## config.mk

```make
export PLATFORM = sky130hd
export DESIGN_NAME = bwr_controller
export DESIGN_NICKNAME = d
export VERILOG_FILES = /design/src/rtl/bwr_pkg.sv /design/src/rtl/bwr_controller.sv /design/src/rtl/bwr_int_pulse.sv
export SDC_FILE = /design/constraint.sdc
export NUM_CORES = 1
export LEC_CHECK = 0
export BUFFER_PORTS_ARGS = -buffer_cell sky130_fd_sc_hd__buf_2
export CAP_MARGIN = 10
export CORE_ASPECT_RATIO = 1.5
export CORE_MARGIN = 3
export CORE_UTILIZATION = 40
export DETAILED_ROUTE_END_ITERATION = 6
export GPL_ROUTABILITY_DRIVEN = 0
export PLACE_DENSITY = 0.61
export SETUP_SLACK_MARGIN = 0.02
export SYNTH_ARGS = -nofsm -noshare
export SYNTH_HDL_FRONTEND = slang
export SYNTH_HIERARCHICAL = 1
export SYNTH_SLANG_ARGS = --single-unit
```

## constraint.sdc

```tcl
create_clock -name clock -period 3.2 [get_ports clock]
set_input_delay 0.32 -clock clock [delete_from_list [all_inputs] [get_ports clock]]
set_output_delay 0.32 -clock clock [all_outputs]
set_load 0.01 [all_outputs]
```

## src/rtl/bwr_pkg.sv

```systemverilog
// Purpose: Shared constants and types for the button wake and reset controller
// Assumes: 40 MHz clock; all durations but the interrupt pulse counted in 1 ms ticks
// Notes:   Register offsets are word indices on the plain register port
package bwr_pkg;
    localparam int CLK_HZ           = 40_000_000;
    localparam int TICK_US          = 1000;
    localparam int TICK_CYCLES      = (CLK_HZ / 1_000_000) * TICK_US;
    localparam int INT_PULSE_US     = 128;
    localparam int INT_PULSE_CYCLES = (CLK_HZ / 1_000_000) * INT_PULSE_US;
    localparam int WATCHDOG_S       = 14;
    localparam int WATCHDOG_MS      = WATCHDOG_S * 1000;
    localparam int CYCLE_OFF_MS     = 100;

    // Register map
    localparam logic [3:0] ADDR_BUTTON_CTRL = 4'h0;
    localparam logic [3:0] ADDR_CHIP_CTRL   = 4'h1;
    localparam logic [3:0] ADDR_FLAGS       = 4'h2;
    localparam logic [3:0] ADDR_MASK        = 4'h3;
    localparam logic [3:0] ADDR_STATUS      = 4'h4;
    localparam logic [7:0] BUTTON_CTRL_RST  = 8'h00;
    localparam logic [7:0] CHIP_CTRL_RST    = 8'h00;
    localparam logic [2:0] MASK_RST         = 3'h0;

    // Chip control fields
    localparam int CC_ACTION_LSB = 0;
    localparam int CC_NEEDS_SUP  = 2;
    localparam int CC_WD_EN      = 3;
    localparam int CC_SOFT_CYC   = 4;
    localparam int CC_LOAD_EN    = 5;
    // Flag bit positions
    localparam int FL_FIRST_WAKE_TIMER = 0;
    localparam int FL_SECOND_WAKE_TIMER = 1;
    localparam int FL_WARN  = 2;

    localparam logic [1:0] ACT_CYCLE = 2'h0;
    localparam logic [1:0] ACT_NONE  = 2'h1;

    typedef enum logic [1:0] {
        ST_ACTIVE    = 2'b00,
        ST_SHIP      = 2'b01,
        ST_SHIP_WAKE = 2'b10,
        ST_CYCLE     = 2'b11
    } bwr_state_type;

    typedef struct packed {
        logic [15:0] first_wake_timer;
        logic [15:0] second_wake_timer;
        logic [15:0] lpress;
        logic [15:0] warn_at;
    } bwr_dur_type;

    function automatic logic [15:0] first_wake_timer_ms(input logic [1:0] c);
        case (c)
            2'h0: first_wake_timer_ms = 16'h0032;
            2'h1: first_wake_timer_ms = 16'h0064;
            2'h2: first_wake_timer_ms = 16'h01F4;
            default: first_wake_timer_ms = 16'h03E8;
        endcase
    endfunction : first_wake_timer_ms

    function automatic logic [15:0] second_wake_timer_ms(input logic [1:0] c);
        case (c)
            2'h0: second_wake_timer_ms = 16'h03E8;
            2'h1: second_wake_timer_ms = 16'h05DC;
            2'h2: second_wake_timer_ms = 16'h07D0;
            default: second_wake_timer_ms = 16'h0BB8;
        endcase
    endfunction : second_wake_timer_ms

    function automatic logic [15:0] lpress_ms(input logic [1:0] c);
        case (c)
            2'h0: lpress_ms = 16'h0FA0;
            2'h1: lpress_ms = 16'h1F40;
            2'h2: lpress_ms = 16'h2710;
            default: lpress_ms = 16'h36B0;
        endcase
    endfunction : lpress_ms

    function automatic logic [15:0] warn_ms(input logic [1:0] c);
        case (c)
            2'h0: warn_ms = 16'h01F4;
            2'h1: warn_ms = 16'h03E8;
            2'h2: warn_ms = 16'h05DC;
            default: warn_ms = 16'h07D0;
        endcase
    endfunction : warn_ms
endpackage : bwr_pkg
```

## src/rtl/bwr_controller.sv

```systemverilog
// Purpose: Button wake, long-press reset, ship state and adapter watchdog control
// Assumes: All inputs synchronous to clock; i2c_activity is a one-cycle pulse
// Notes:   Durations other than the interrupt pulse are counted in 1 ms ticks from one shared timebase
`timescale 1ns/1ps
module bwr_controller #(
    parameter int TICK_CYCLES = bwr_pkg::TICK_CYCLES,
    parameter int INT_CYCLES  = bwr_pkg::INT_PULSE_CYCLES
) (
    // Clock and reset
    input  wire logic       clock,
    input  wire logic       nrst,
    // Register port
    input  wire logic [3:0] reg_addr,
    input  wire logic [7:0] reg_wdata,
    input  wire logic       reg_wr,
    input  wire logic       reg_rd,
    output logic      [7:0] reg_rdata,
    // Button and system status
    input  wire logic       button_input_n,
    input  wire logic       input_supply,
    input  wire logic       i2c_activity,
    input  wire logic       startup_done,
    input  wire logic       startup_fault,
    // Power controls
    output logic            system_rail_en,
    output logic            load_reg_en,
    output logic            always_on_en,
    output logic            ship_state,
    // Interrupt pin
    output logic            int_n_o,
    output logic            int_n_oe
);
    localparam int TW = $clog2(TICK_CYCLES);

    if (TICK_CYCLES < 2) begin : g_chk
        $error("TICK_CYCLES must be at least 2");
    end

    bwr_pkg::bwr_state_type state_q;
    bwr_pkg::bwr_dur_type   dur_q;
    logic [TW-1:0] tick_cnt_q;
    logic          tick;
    logic [7:0]    bctrl_q;
    logic [7:0]    cctrl_q;
    logic [2:0]    mask_q;
    logic [2:0]    flags_q;
    logic [2:0]    set_ev;
    logic [2:0]    rd_clr;
    logic [15:0]   press_q;
    logic [15:0]   press_nxt;
    logic          low;
    logic          lockout_q;
    logic          sup_whole_q;
    logic          sup_prev_q;
    logic          int_ok_q;
    logic          soft_cyc;
    logic [13:0]   wd_cnt_q;
    logic          wd_armed_q;
    logic          wd_fire;
    logic [6:0]    off_cnt_q;
    logic          lp_fire;
    logic          hit_w1;
    logic          hit_w2;
    logic          hit_warn;
    logic          pulse_fire;
    logic          pulse_active;

    assign low       = !button_input_n;
    assign press_nxt = (press_q == 16'hFFFF) ? press_q : press_q + 16'h0001;

    // Shared 1 ms timebase
    always_ff @(posedge clock or negedge nrst) begin
        if (!nrst) begin
            tick_cnt_q <= '0;
        end else if (tick) begin
            tick_cnt_q <= '0;
        end else begin
            tick_cnt_q <= tick_cnt_q + 1'b1;
        end
    end
    assign tick = (tick_cnt_q == TW'(TICK_CYCLES - 1));

    // Press duration; release restarts every button timer
    always_ff @(posedge clock or negedge nrst) begin
        if (!nrst) begin
            press_q <= '0;
        end else if (!low) begin
            press_q <= '0;
        end else if (tick) begin
            press_q <= press_nxt;
        end
    end

    // Durations are captured only while released, so edits land on the next press
    always_ff @(posedge clock or negedge nrst) begin
        if (!nrst) begin
            dur_q <= '0;
        end else if (!low) begin
            dur_q.first_wake_timer   <= bwr_pkg::first_wake_timer_ms(bctrl_q[1:0]);
            dur_q.second_wake_timer   <= bwr_pkg::second_wake_timer_ms(bctrl_q[3:2]);
            dur_q.lpress  <= bwr_pkg::lpress_ms(bctrl_q[7:6]);
            dur_q.warn_at <= bwr_pkg::lpress_ms(bctrl_q[7:6])
                             - bwr_pkg::warn_ms(bctrl_q[5:4]);
        end
    end

    assign hit_w1   = low && tick && press_nxt == dur_q.first_wake_timer && press_q != press_nxt;
    assign hit_w2   = low && tick && press_nxt == dur_q.second_wake_timer && press_q != press_nxt;
    assign hit_warn = low && tick && press_nxt == dur_q.warn_at && press_q != press_nxt;

    // Events only in normal operation and never during a held-over press
    assign set_ev[bwr_pkg::FL_FIRST_WAKE_TIMER] = hit_w1 && state_q == bwr_pkg::ST_ACTIVE
                                       && !lockout_q;
    assign set_ev[bwr_pkg::FL_SECOND_WAKE_TIMER] = hit_w2 && state_q == bwr_pkg::ST_ACTIVE
                                       && !lockout_q;
    assign set_ev[bwr_pkg::FL_WARN]  = hit_warn && state_q == bwr_pkg::ST_ACTIVE
                                       && !lockout_q;
    assign lp_fire = low && tick && press_nxt == dur_q.lpress && press_q != press_nxt
                     && state_q == bwr_pkg::ST_ACTIVE && !lockout_q;

    // Lockout after a ship exit with the button still held
    always_ff @(posedge clock or negedge nrst) begin
        if (!nrst) begin
            lockout_q <= 1'b0;
        end else if (!low) begin
            lockout_q <= 1'b0;
        end else if (state_q != bwr_pkg::ST_ACTIVE) begin
            lockout_q <= 1'b1;
        end
    end

    // Supply present for the whole press
    always_ff @(posedge clock or negedge nrst) begin
        if (!nrst) begin
            sup_whole_q <= 1'b0;
        end else if (!low || !input_supply) begin
            sup_whole_q <= input_supply;
        end
    end

    // Adapter-connect watchdog
    always_ff @(posedge clock or negedge nrst) begin
        if (!nrst) begin
            sup_prev_q <= 1'b0;
            wd_armed_q <= 1'b0;
            wd_cnt_q   <= '0;
        end else begin
            sup_prev_q <= input_supply;
            if (!cctrl_q[bwr_pkg::CC_WD_EN] || i2c_activity || wd_fire || !input_supply) begin
                wd_armed_q <= 1'b0;
                wd_cnt_q   <= '0;
            end else if (input_supply && !sup_prev_q) begin
                wd_armed_q <= 1'b1;
                wd_cnt_q   <= '0;
            end else if (wd_armed_q && tick) begin
                wd_cnt_q <= wd_cnt_q + 14'h0001;
            end
        end
    end
    assign wd_fire = wd_armed_q && tick
                     && wd_cnt_q == 14'(bwr_pkg::WATCHDOG_MS - 1);

    // Power state machine
    always_ff @(posedge clock or negedge nrst) begin
        if (!nrst) begin
            state_q   <= bwr_pkg::ST_ACTIVE;
            off_cnt_q <= '0;
        end else begin
            unique case (state_q)
                bwr_pkg::ST_ACTIVE: begin
                    off_cnt_q <= '0;
                    if (soft_cyc || wd_fire) begin
                        state_q <= bwr_pkg::ST_CYCLE;
                    end else if (lp_fire) begin
                        if (cctrl_q[1]) begin
                            state_q <= bwr_pkg::ST_SHIP;
                        end else if (cctrl_q[1:0] == bwr_pkg::ACT_CYCLE
                                     && (!cctrl_q[bwr_pkg::CC_NEEDS_SUP] || sup_whole_q)) begin
                            state_q <= bwr_pkg::ST_CYCLE;
                        end
                    end
                end
                bwr_pkg::ST_SHIP: begin
                    if (input_supply) begin
                        state_q <= bwr_pkg::ST_ACTIVE;
                    end else if (low && !lockout_q) begin
                        state_q <= bwr_pkg::ST_SHIP_WAKE;
                    end
                end
                bwr_pkg::ST_SHIP_WAKE: begin
                    if (input_supply || hit_w2) begin
                        state_q <= bwr_pkg::ST_ACTIVE;
                    end else if (!low) begin
                        state_q <= bwr_pkg::ST_SHIP;
                    end
                end
                bwr_pkg::ST_CYCLE: begin
                    if (tick) begin
                        off_cnt_q <= off_cnt_q + 7'h01;
                    end
                    if (tick && off_cnt_q == 7'(bwr_pkg::CYCLE_OFF_MS - 1)) begin
                        state_q <= bwr_pkg::ST_ACTIVE;
                    end
                end
            endcase
        end
    end

    assign system_rail_en = (state_q == bwr_pkg::ST_ACTIVE);
    assign load_reg_en    = system_rail_en && cctrl_q[bwr_pkg::CC_LOAD_EN];
    assign always_on_en   = (state_q != bwr_pkg::ST_SHIP);
    assign ship_state     = (state_q == bwr_pkg::ST_SHIP) || (state_q == bwr_pkg::ST_SHIP_WAKE);

    // Register writes
    assign soft_cyc = reg_wr && reg_addr == bwr_pkg::ADDR_CHIP_CTRL
                      && reg_wdata[bwr_pkg::CC_SOFT_CYC];
    always_ff @(posedge clock or negedge nrst) begin
        if (!nrst) begin
            bctrl_q <= bwr_pkg::BUTTON_CTRL_RST;
            cctrl_q <= bwr_pkg::CHIP_CTRL_RST;
            mask_q  <= bwr_pkg::MASK_RST;
        end else if (reg_wr) begin
            if (reg_addr == bwr_pkg::ADDR_BUTTON_CTRL) begin
                bctrl_q <= reg_wdata;
            end
            if (reg_addr == bwr_pkg::ADDR_CHIP_CTRL) begin
                // Soft cycle bit is a trigger and never stored
                cctrl_q <= reg_wdata & ~(8'h01 << bwr_pkg::CC_SOFT_CYC);
            end
            if (reg_addr == bwr_pkg::ADDR_MASK) begin
                mask_q <= reg_wdata[2:0];
            end
        end
    end

    // Flags clear on read of the bits returned; a same-cycle set wins
    assign rd_clr = (reg_rd && reg_addr == bwr_pkg::ADDR_FLAGS) ? flags_q : 3'h0;
    always_ff @(posedge clock or negedge nrst) begin
        if (!nrst) begin
            flags_q <= '0;
        end else begin
            flags_q <= (flags_q & ~rd_clr) | set_ev;
        end
    end

    // Read data one cycle after the strobe
    always_ff @(posedge clock or negedge nrst) begin
        if (!nrst) begin
            reg_rdata <= '0;
        end else if (reg_rd) begin
            case (reg_addr)
                bwr_pkg::ADDR_BUTTON_CTRL: reg_rdata <= bctrl_q;
                bwr_pkg::ADDR_CHIP_CTRL:   reg_rdata <= cctrl_q;
                bwr_pkg::ADDR_FLAGS:       reg_rdata <= {5'h00, flags_q};
                bwr_pkg::ADDR_MASK:        reg_rdata <= {5'h00, mask_q};
                bwr_pkg::ADDR_STATUS:      reg_rdata <= {3'h0, input_supply, lockout_q,
                                                         low, state_q};
                default:                   reg_rdata <= 8'h00;
            endcase
        end else begin
            reg_rdata <= 8'h00;
        end
    end

    // Interrupts are enabled only after a clean start-up; a faulted start enables once startup_fault clears
    always_ff @(posedge clock or negedge nrst) begin
        if (!nrst) begin
            int_ok_q <= 1'b0;
        end else if (startup_done && !startup_fault) begin
            int_ok_q <= 1'b1;
        end
    end

    // Only a fresh flag set that is unmasked fires; unmasking later fires nothing
    assign pulse_fire = int_ok_q && |(set_ev & ~flags_q & ~mask_q);

    bwr_int_pulse #(
        .CYCLES (INT_CYCLES)
    ) u_pulse (
        .clock  (clock),
        .nrst   (nrst),
        .fire   (pulse_fire),
        .active (pulse_active)
    );

    assign int_n_o  = 1'b0;
    assign int_n_oe = pulse_active;
endmodule : bwr_controller

```

## src/rtl/bwr_int_pulse.sv

```systemverilog
// Purpose: Fixed-length low pulse timer for the open-drain interrupt pin
// Assumes: fire is a one-cycle pulse in the clock domain
// Notes:   A new fire during a pulse restarts the full length
`timescale 1ns/1ps
module bwr_int_pulse #(
    parameter int CYCLES = bwr_pkg::INT_PULSE_CYCLES
) (
    // Clock and reset
    input  wire logic clock,
    input  wire logic nrst,
    // Trigger and pulse
    input  wire logic fire,
    output logic      active
);
    localparam int W = $clog2(CYCLES + 1);

    logic [W-1:0] cnt_q;

    if (CYCLES < 1) begin : g_chk
        $error("CYCLES must be at least 1");
    end

    always_ff @(posedge clock or negedge nrst) begin
        if (!nrst) begin
            cnt_q <= '0;
        end else if (fire) begin
            cnt_q <= W'(CYCLES);
        end else if (cnt_q != '0) begin
            cnt_q <= cnt_q - 1'b1;
        end
    end

    assign active = (cnt_q != '0);
endmodule : bwr_int_pulse

```

Yosys cells after proc, flatten, opt, wreduce, memory -nomap -nowiden --
Cells that the tools add are included. Widths: inputs -> output; s select.
Operators by class: $add $sub $neg 6, equality and inequality tests 31, mux-type cells 34, bitwise logic cells 7, reduce and logical (&&, ||, !) cells 65
Operators with widths (number):
- $mux 16 | 6
- $eq 16x16->1 | 4
- $mux 14 | 3
- $pmux 14 s3 | 1
- $pmux 8 s5 | 1
- $pmux 12 s3 | 1
- $pmux 11 s3 | 1
- $add 16x1->16 const B | 2
- $eq 16x16->1 const B | 2
- $pmux 10 s3 | 1
- $logic_and 1x1->1 | 29
- $mux 13 | 2
- $mux 2 | 9
- $ne 16x16->1 | 1
- $sub 16x16->16 | 1
- $add 14x1->14 const B | 1
- $eq 14x14->1 const B | 1
- $pmux 7 s2 | 1
- $reduce_bool 13->1 | 1
- $sub 13x1->13 const B | 1
- $eq 2x2->1 const B | 6
- $logic_not 2->1 | 6
- $reduce_bool 2->1 | 6
- $eq 2x1->1 const B | 5
- other kinds (25) | 51
Storage, ports and cells: flip-flop bits (word level) 166, input bits 21, output and inout bits 14, word-level logic and storage cells 163

Longest topological paths before layout --
Gate-level depths: netlist (run 1).
depth in word-level cells 12, depth in mapped cells 14, mapped depth without buffers 12

Modules after synthesis --
The synthesis (run 1) kept the hierarchy.
By module, submodules not included:
- bwr_controller | times used 1, cells an instance 753, area an instance 7225.7 um2, seq. area each 3078.0 um2
- bwr_int_pulse | times used 1, cells an instance 79, area an instance 767.0 um2, seq. area each 325.3 um2

Worst setup path after synthesis (run 1) --
OpenSTA, ideal clock, no wires.
kind flip-flop to flip-flop, start reg press_q[0], end reg u_pulse.cnt_q[4], library setup time 0.120 ns, arrival 3.288 ns, data required time 3.080 ns, path slack -0.208 ns, cell stages (with the launch flop) 13, buffers on the path 1, clock period less this slack 3.408 ns, path through dfrtp_1 > ha_1 > nand3_1 > nor3_4 > and3_1 > o211ai_1 > or4_1 > or4_4 > nor4_1 > o31a_1 > clkbuf_1 > nor2_1 > a31o_2
On the way: cells in the longest elaborated chain, start to end 12, elaborated cells on any way between the ends 25, those cells by class add/sub (1); eq/ne (5); mux (2); bitwise (2); reduce/logical (15)
Ends and longest elaborated chain:
- from (decl) | line bwr_controller.sv:49 | logic [15:0] press_q;
- from (signal assigned) | line bwr_controller.sv:90 | press_q <= press_nxt;
- $add 16x1->16 or $eq 16x16->1 (tied branches) | line bwr_controller.sv:69 | assign press_nxt = (press_q == 16'hFFFF) ? press_q : press_q + 16'h0001;
- $mux 16 | line bwr_controller.sv:69
- $eq 16x16->1, on equally long branches | line bwr_controller.sv:107, bwr_controller.sv:108, bwr_controller.sv:109
- $logic_and 1x1->1, on equally long branches (2 in series) | line bwr_controller.sv:107, bwr_controller.sv:108, bwr_controller.sv:109
- $logic_and 1x1->1, on equally long branches | line bwr_controller.sv:112, bwr_controller.sv:114, bwr_controller.sv:116
- $logic_and 1x1->1, on equally long branches | line bwr_controller.sv:113, bwr_controller.sv:115, bwr_controller.sv:117
- $and 3x3->3 * (2 in series) | line bwr_controller.sv:275 | assign pulse_fire = int_ok_q && |(set_ev & ~flags_q & ~mask_q);
- $reduce_or 3->1 * | line bwr_controller.sv:275
- $logic_and 1x1->1 * | line bwr_controller.sv:275
- net pulse_fire | line bwr_controller.sv:65 | logic pulse_fire;
- $mux 13 or $reduce_bool 2->1 (tied branches)
- to (signal assigned) | line bwr_int_pulse.sv:27 | cnt_q <= W'(CYCLES);
- to (signal assigned) | line bwr_int_pulse.sv:29 | cnt_q <= cnt_q - 1'b1;
- to (decl) | line bwr_int_pulse.sv:17 | logic [W-1:0] cnt_q;
Mark *: on every way through the listed nets, which the timed path passes. The rest lies on a longest branch. A chain may end at the register's enable or synchronous reset.

Worst setup path after layout (run 1) --
start reg press_q[1], end reg u_pulse.cnt_q[4]
Same word-level chain as after synthesis.

==> results of run 1 <==
==> cells in the final DEF (no fill, tap or decap), types with 32 or more instances in the layout <==
cell type and count:
buf_4 89, nor2_1 104, mux2_2 32, a21oi_1 34, dfrtp_1 134, xnor2_1 41, nand2_1 67, buf_2 32
==> through the flow <==
step	instances	util	area, µm²
after detailed placement	1170	0.465	9010
after global placement	1170	0.465	9010
after floorplan	832	-	8040
final	1210	0.502	9740
after global routing	1210	0.502	9740
after CTS	1207	0.499	9680
==> worst reg2reg max path, cell delays in order, from the launching register on <==
cell and delay, ns:
dfrtp_1 0.39, buf_4 0.13, nand4_1 0.28, buf_4 0.25, o41a_1 0.37, nor3_2 0.25, xor2_1 0.17, nand4_1 0.23
nor4b_1 0.32, o31a_1 0.25, buf_12 0.14, nand2b_1 0.11, a21oi_1 0.04, a31o_2 0.21
==> registers in the layout (all words and copies together) (netlist names), 2 cells and up <==
| register | flops |
|---|---|
| mask_q | 3 |
| u_pulse/cnt_q | 13 |
| tick_cnt_q | 16 |
| press_q | 16 |
| cctrl_q | 7 |
| off_cnt_q | 7 |
| flags_q | 3 |
| state_q | 2 |
| dur_q | 34 |
| bctrl_q | 8 |
| reg_rdata | 8 |
| wd_cnt_q | 14 |
==> cell type report <==
cell class                      instances  area (µm²)
Clock inverter                         15         159
Fill cell                            1849        9650
Timing Repair Buffer                  125         890
Clock buffer                           17         425
Tap cell                              256         320
Multi-Input combinational cell        629        4420
Sequential cell                       136        3410
Inverter                               32         120
==> how the worst max path moves through the flow <==
stage,depth (start not counted),from,to
final,13,press_q[1],u_pulse/cnt_q[4]
after global routing,13,press_q[1],u_pulse/cnt_q[4]
after CTS,12,tick_cnt_q[0],u_pulse/cnt_q[4]
after detailed placement,10,press_q[0],state_q[1]
after global placement,10,press_q[0],state_q[1]
after floorplan,13,press_q[0],u_pulse/cnt_q[4]
==> per-layer routing <==
layer  share of wire  up-vias  track usage
li1                -     3161            -
met1            0.39     3184        0.224
met2            0.54      147        0.371
met3           0.031       52       0.0398
met4           0.046        2        0.104
met5         0.00062        -            0
==> Yosys cell counts, types with 3 or more instances <==
| cell | number |
|---|---|
| nand4_1 | 15 |
| and2_1 | 6 |
| or3_1 | 8 |
| xor2_1 | 31 |
| nor2_1 | 105 |
| and4_1 | 8 |
| o31ai_1 | 6 |
| a31oi_1 | 4 |
| nand3_1 | 29 |
| clkbuf_1 | 19 |
| nand3b_1 | 4 |
| nor3_1 | 20 |
| nand2_1 | 67 |
| o211ai_1 | 5 |
| a311oi_1 | 4 |
| mux2i_1 | 14 |
| or4_1 | 5 |
| nor4_1 | 16 |
| o21ai_0 | 31 |
| a22oi_1 | 4 |
| a21o_1 | 5 |
| xnor3_1 | 3 |
| and3_1 | 17 |
| nor4b_1 | 4 |
| a21boi_0 | 3 |
| dfrtp_1 | 136 |
| o21a_1 | 5 |
| o22ai_1 | 4 |
| ha_1 | 33 |
| xnor2_1 | 41 |
| buf_2 | 10 |
| inv_1 | 31 |
| mux2_2 | 33 |
| nor2b_1 | 8 |
| a21oi_1 | 35 |
| nand4b_1 | 4 |
| nand2b_1 | 7 |
==> power groups by stage <==
| stage | Sequential, W | Combinational [W] | Clock [W] |
|---|---|---|---|
| 2_1_floorplan | 0.00208 | 0.000779 | 0 |
| 3_3_place_gp | 0.00216 | 0.00109 | 0 |
| 3_5_place_dp | 0.00217 | 0.00110 | 0 |
| 4_1_cts | 0.00213 | 0.00113 | 0.00199 |
| 5_1_grt | 0.00216 | 0.00126 | 0.00206 |
| 6_report | 0.00213 | 0.00112 | 0.00194 |
==> repair_timing <==
action / 4_1_cts / 5_1_grt
pin swaps: 4 / 2
gates resized for setup: 10 / 9
hold buffers: 1 / 0
setup buffers: 4 / 3
cloned: 0 / 0
endpoints found under the setup margin: 4 / 8
endpoints found under the hold margin: 56 / 0
==> cell families (layout without fill, tap and decap cells) <==
logic type,Yosys count,after routing,synth area share
AOI/OAI and AO/OA,127,127,0.102
xor gates and xnor gates,76,76,0.0903
adders and majority gates,33,33,0.0517
buffers and inverters,67,189,0.0355
DFF,136,136,0.426
muxes,48,48,0.0659
other,1,1,0.000469
and+or+nand+nor,344,344,0.229
==> metrics.cfg, run 1 <==
[synth]
synth.top_cell.area_share=0.426
ys_ff_latch=136
syn_area_um2=7990
ys_async_sr_fraction=1.00
syn-instance-count=832
synth-main-ff-cell=dfrtp_1
synthDistinctLibCells=81
ys_warn_count=6
synth.largest_area_cell=dfrtp_1
ys_seq_area_frac=0.426
syn-num-nets=886
synth_area_leaders=dfrtp_1 43%, ha_1 5.2%, nor2_1 4.9%
syn_avg_cell_area_um2=9.61
synth-edff-count=0

[critical_path]
rr_startpoint=press_q[1]
rr_endpoint=u_pulse/cnt_q[4]
cp.arrival_ns=3.56
slowest_delay_ns=0.39
cp-start-kind=register
r2r_slack_ns=-0.05
crit_fanout=12
path_delay_family=simple AND/OR/NAND/NOR gates
critPathRequiredTime_ns=3.51
r2r_cells=13
worstPathCellList=buf_4 > nand4_1 > buf_4 > o41a_1 > nor3_2 > xor2_1 > nand4_1 > nor4b_1 > o31a_1 > buf_12 > nand2b_1 > a21oi_1 > a31o_2
crit_path_end_kind=register
slowest_stage=dfrtp_1
cp.buffers_inverters=3
path_class=register to register

[route]
drt-wirelength-per-cell_um=17.4
drcViolationCount=0
drt_iter0_drc=350
num_vias=6546
wirelength_um=21100
ant_nets=0
dr.pass1.iters=4
via_per_inst=5.41

[clock_tree]
numCtsBuffers=17
cts_tree=done
cts_buffer_depth=2
cts_htree_levels=4
path_clk_slew_ns=0.06
clock_latency_ns=0.43
cts-root-buf=clkbuf_16
cts_sinks=136

[pwr]
pwr-share-seq=0.410
comb_power_share=0.216
switching_power_w=0.00165
ir_drop_v=0.000361
swShare=0.316
power.leakage_nw=4.31
power_w=0.00520
p_clk_frac=0.374
pwr_density_cell_nw_per_um2=534
p_int_w=0.00356

[status]
violations=negative setup slack
status=finished with violations

[timing]
finalSetupTns_ns=-0.0456
finalMaxSlewViolations=0
whs_ns=0.0986
fin_skew_ns=0.0121
rsz0062_at_grt=true
finalWorstSetupSlack_ns=-0.0456
fmax_mhz=308
finalCritPeriodShare=1.01
period_needed_ns=3.25
relSlewSlack=0.605
finalHoldViolations=0
final-setup-viol-count=1
tightestPinTransition_ns=0.589

[placement]
post-place-ws_ns=-0.102
dp_hpwl_um=16100
io_buffers=33

[layout]
antennaDiodeCount=0
area_delta_synth_final_pct=21.9
drive_gt1_frac=0.237
fin_nets=995

[die]
coreArea_um2=19400
start_util=0.412
die_x_um=121
die_h_um=179
io_pins=35
row_count=62
die_area_um2=21700

[global_routing]
grt_overflow_total=0
grt_max_degree=60
grt_pass1_wl_um=34700
grt_pass1_vias=6722
antenna_found_initial=1
grtUsageTotal=0.204

[min_path]
min_to=sup_prev_q
hold_depth=1
worstHoldStart=input_supply
min-delay-path-class=primary input to register

[run]
maxCapViolations=0

Note: power is estimated with default switching activity, not from simulation.
==> run 2, diff against run 1 <==
==> constraint.sdc (replaced) <==
create_clock -name clock -period 3.2 [get_ports clock]
set_input_delay 0.96 -clock clock [delete_from_list [all_inputs] [get_ports clock]]
set_output_delay 0.96 -clock clock [all_outputs]
set_load 0.01 [all_outputs]
==> metrics.cfg, run 2 (synthesized netlist as in run 1, its figures left out) <==
[timing]
final-setup-viol-count=0
finalMaxSlewViolations=0
finalSetupTns_ns=0
fin_skew_ns=0.0142
finalCritPeriodShare=0.990
rsz0062_at_grt=true
tightestPinTransition_ns=0.666
finalHoldViolations=0
relSlewSlack=0.556
whs_ns=0.469
fmax_mhz=316
finalWorstSetupSlack_ns=0.0314
period_needed_ns=3.17

[clock_tree]
cts_sinks=136
ctsHoldBuffers=0
numCtsBuffers=17
cts_htree_levels=4
cts-root-buf=clkbuf_16
cts_buffer_depth=2
clock_latency_ns=0.43
cts_tree=done
path_clk_slew_ns=0.07

[pwr]
power.leakage_nw=4.55
ir_drop_v=0.000335
pwr_density_cell_nw_per_um2=525

[global_routing]
grt_pass1_vias=6698
grtUsageTotal=0.204
grt_max_degree=61
antenna_found_initial=0
grt_overflow_total=0
grt_pass1_wl_um=34400

[critical_path]
cp.arrival_ns=3.48
path_delay_family=simple AND/OR/NAND/NOR gates
crit_start=press_q[0]
path_depth=12
worstPathCellList=ha_4 > and3_4 > nand4_1 > nand2_1 > xnor2_1 > or4_1 > or4_4 > nor4_4 > o31a_1 > buf_6 > nor2b_1 > mux2_4
path_class=register to register
crit_path_end_kind=register
critPathRequiredTime_ns=3.51
rr_startpoint=press_q[0]
crit_end=u_pulse/cnt_q[7]
cp-start-kind=register
crit_fanout=8
cp.buffers_inverters=1
slowest_delay_ns=0.52
rr_endpoint=u_pulse/cnt_q[7]
r2r_cells=12
slowest_stage=or4_4
r2r_slack_ns=0.03

[layout]
fin_nets=1031
largest_reg_flops=34
reg_top3=dur_q: 34 flops, press_q: 16 flops, tick_cnt_q: 16 flops
layout_commonest_cell=dfrtp_1
fillers=1799
antennaDiodeCount=0
max_flop_register=dur_q
area_delta_synth_final_pct=26.9
final_cell_mix=132 x dfrtp_1, 123 x buf_4, 102 x nor2_1
drive_gt1_frac=0.277

[die]
coreArea_um2=19400
die_h_um=179
start_util=0.412
io_pins=35
die_x_um=121
die_area_um2=21700
row_count=62

[route]
drt-wirelength-per-cell_um=17.3
ant_nets=0
drcViolationCount=0
drt_iter0_drc=336
num_vias=6685
dr.pass1.iters=4
wirelength_um=21600
via_per_inst=5.37

[placement]
io_buffers=33
post-place-ws_ns=-0.235
dp_hpwl_um=16500

[run]
maxCapViolations=0

[min_path]
min-delay-path-class=primary input to async pin

[status]
status=finished, final reports clean

[run 2: routing by layer]
metal	up-vias	share of wire	global-route usage
met5	-	0	0
li1	3233	-	-
met2	116	0.55	0.380
met3	51	0.023	0.0271
met4	0	0.042	0.107
met1	3285	0.39	0.223
[run 2: metrics by stage]
step           cell area (µm²)  cells   util  power (W)
6_report                 10100   1246  0.523    0.00532
5_1_grt                  10100   1246  0.523    0.00560
3_3_place_gp              9230   1199  0.476    0.00324
4_1_cts                   9970   1236  0.514    0.00538
2_1_floorplan             8040    832      -    0.00286
3_5_place_dp              9230   1199  0.476    0.00325
[run 2: layout make-up]
| type | count | area (µm²) | share of cell area |
|---|---|---|---|
| Timing Repair Buffer | 161 | 1160 | 0.114 |
| Multi-Input combinational cell | 629 | 4510 | 0.445 |
| Inverter | 32 | 120 | 0.0118 |
| Clock buffer | 17 | 425 | 0.0420 |
| Clock inverter | 15 | 195 | 0.0192 |
| Sequential cell | 136 | 3410 | 0.336 |
| Tap cell | 256 | 320 | 0.0316 |
[run 2: power breakdown]
part,internal [W],switching [W],total (W)
logic,0.000534,0.000582,0.00112
registers,0.00192,0.000212,0.00213
clock network,0.00120,0.000875,0.00207
[run 2: worst min path at each step]
stage                from      endpoint  slack (ns)  cells past startpoint
6_report             nrst  wd_cnt_q[12]        0.47                      1
5_1_grt        sup_prev_q    wd_armed_q        0.49                      1
4_1_cts        sup_prev_q    wd_armed_q        0.47                      1
3_5_place_dp   sup_prev_q    wd_armed_q        0.46                      1
3_3_place_gp   sup_prev_q    wd_armed_q        0.45                      1
2_1_floorplan    int_ok_q      int_ok_q        0.43                      1
[run 2: what timing repair did]
action | 4_1_cts | 5_1_grt
pin swaps | 8 | 15
endpoints found under the setup margin | 14 | 14
buffers inserted | 5 | 10
gates resized for setup | 17 | 25
cloned | 0 | 0
==> run 3, diff against run 2 <==
Settings changed: CTS_CLUSTER_SIZE from default to 25, SETUP_SLACK_MARGIN 0.02 to 0.5, SKIP_LAST_GASP from default to 1.
==> metrics.cfg, run 3 (synthesized netlist as in run 1, its figures left out) <==
[global_routing]
grt_pass1_vias=6731
grt_overflow_total=0
grtUsageTotal=0.203
grt_pass1_wl_um=34700
antenna_found_initial=0
grt_max_degree=60

[critical_path]
cp.arrival_ns=3.52
path_class=register to register
crit_fanout=7
cp-start-kind=register
critPathRequiredTime_ns=3.50
crit_path_end_kind=register

[route]
dr.pass1.iters=4
via_per_inst=5.33
drt_iter0_drc=300
ant_nets=0
drcViolationCount=0
num_vias=6494
wirelength_um=20900
drt-wirelength-per-cell_um=17.2

[timing]
finalMaxSlewViolations=0
fmax_mhz=311
fin_skew_ns=0.0136
rsz0062_at_grt=true
period_needed_ns=3.21
finalSetupTns_ns=-0.0149
finalWorstSetupSlack_ns=-0.0149
finalCritPeriodShare=1.00
final-setup-viol-count=1
tightestPinTransition_ns=0.664
finalHoldViolations=0
relSlewSlack=0.557

[layout]
area_delta_synth_final_pct=25.4
reg_top3=dur_q: 34 flops, press_q: 16 flops, tick_cnt_q: 16 flops
antennaDiodeCount=0
final_area_um2=10000
largest_reg_flops=34
fillers=1788
layout_commonest_cell=dfrtp_1
fin_nets=1003
final_cell_mix=129 x dfrtp_1, 103 x nor2_1, 93 x buf_4
drive_gt1_frac=0.266
fin_cells=1218
max_flop_register=dur_q

[clock_tree]
cts_htree_levels=4
ctsHoldBuffers=0
cts_tree=done
numCtsBuffers=17
path_clk_slew_ns=0.06
cts_buffer_depth=2
clock_latency_ns=0.42
cts-root-buf=clkbuf_16
cts_sinks=136

[pwr]
pwr_density_cell_nw_per_um2=530
ir_drop_v=0.000369
power.leakage_nw=4.44

[die]
row_count=62
die_area_um2=21700
die_h_um=179
die_x_um=121
start_util=0.412
coreArea_um2=19400
io_pins=35

[status]
status=finished with violations
violations=negative setup slack

[placement]
dp.cells=1155
dp_hpwl_um=15300
place_area_um2=8940
io_buffers=33

[min_path]
min-delay-path-class=primary input to async pin

[run]
maxCapViolations=0

## run 3: area by class of cell
cell class	instances	area (µm²)	share of cell area
Clock inverter	13	169	0.0168
Sequential cell	136	3410	0.340
Clock buffer	19	443	0.0442
Timing Repair Buffer	133	972	0.0970
Multi-Input combinational cell	629	4590	0.458
Inverter	32	123	0.0122
Tap cell	256	320	0.0319
## run 3: where the power goes
part / internal [W] / switching [W] / total [W]
Sequential: 0.00192 / 0.000224 / 0.00215
Clock: 0.00126 / 0.000782 / 0.00204
Combinational: 0.000539 / 0.000586 / 0.00113
## run 3: metrics by stage
stage	power [W]	util	hold slack [ns]	setup WS [ns]
after floorplan	0.00287	-	0.428	0.0960
after global placement	0.00324	0.461	0.472	-0.0891
after detailed placement	0.00325	0.461	0.478	-0.161
after CTS	0.00534	0.509	0.505	0.0828
after global routing	0.00557	0.517	0.521	-0.0843
final	0.00531	0.517	0.493	-0.0149
## run 3: worst paths after layout
| check | start | endpoint | slack, ns | cells past startpoint |
|---|---|---|---|---|
| hold / removal | nrst | tick_cnt_q[4] | 0.49 | 1 |
| hold reg to reg | off_cnt_q[1] | off_cnt_q[1] | 0.50 | 2 |
| setup reg to reg | press_q[2] | u_pulse/cnt_q[9] | -0.01 | 13 |
| min in group clock | off_cnt_q[1] | off_cnt_q[1] | 0.50 | 2 |
| setup / recovery | press_q[2] | u_pulse/cnt_q[9] | -0.01 | 13 |
| max in group asynchronous | nrst | tick_cnt_q[15] | 2.00 | 2 |
## run 3: worst max-delay path, cell delays in order, from the launching register on
cell	delay, ns
dfrtp_2	0.44
buf_4	0.16
and3_4	0.21
buf_4	0.14
and3_1	0.18
o21a_1	0.24
xor2_1	0.17
nor3_1	0.26
nand4_1	0.17
nor4b_1	0.39
o31a_1	0.27
buf_6	0.15
nor2b_1	0.05
mux2_4	0.27
## run 3: what timing repair did
item | CTS | global route
buffers inserted | 21 | 10
resized for setup | 33 | 19
setup endpoints to repair | 19 | 22
gates cloned | 0 | 0
pin swaps | 13 | 5
## run 3: layer usage
layer	vias to the layer above	part of all wire	track usage	wire length, µm
met2	111	0.53	0.365	11100
met3	35	0.027	0.0325	572
li1	3186	-	-	-
met5	-	0	0	0
met1	3162	0.41	0.237	8680
met4	0	0.028	0.0855	595
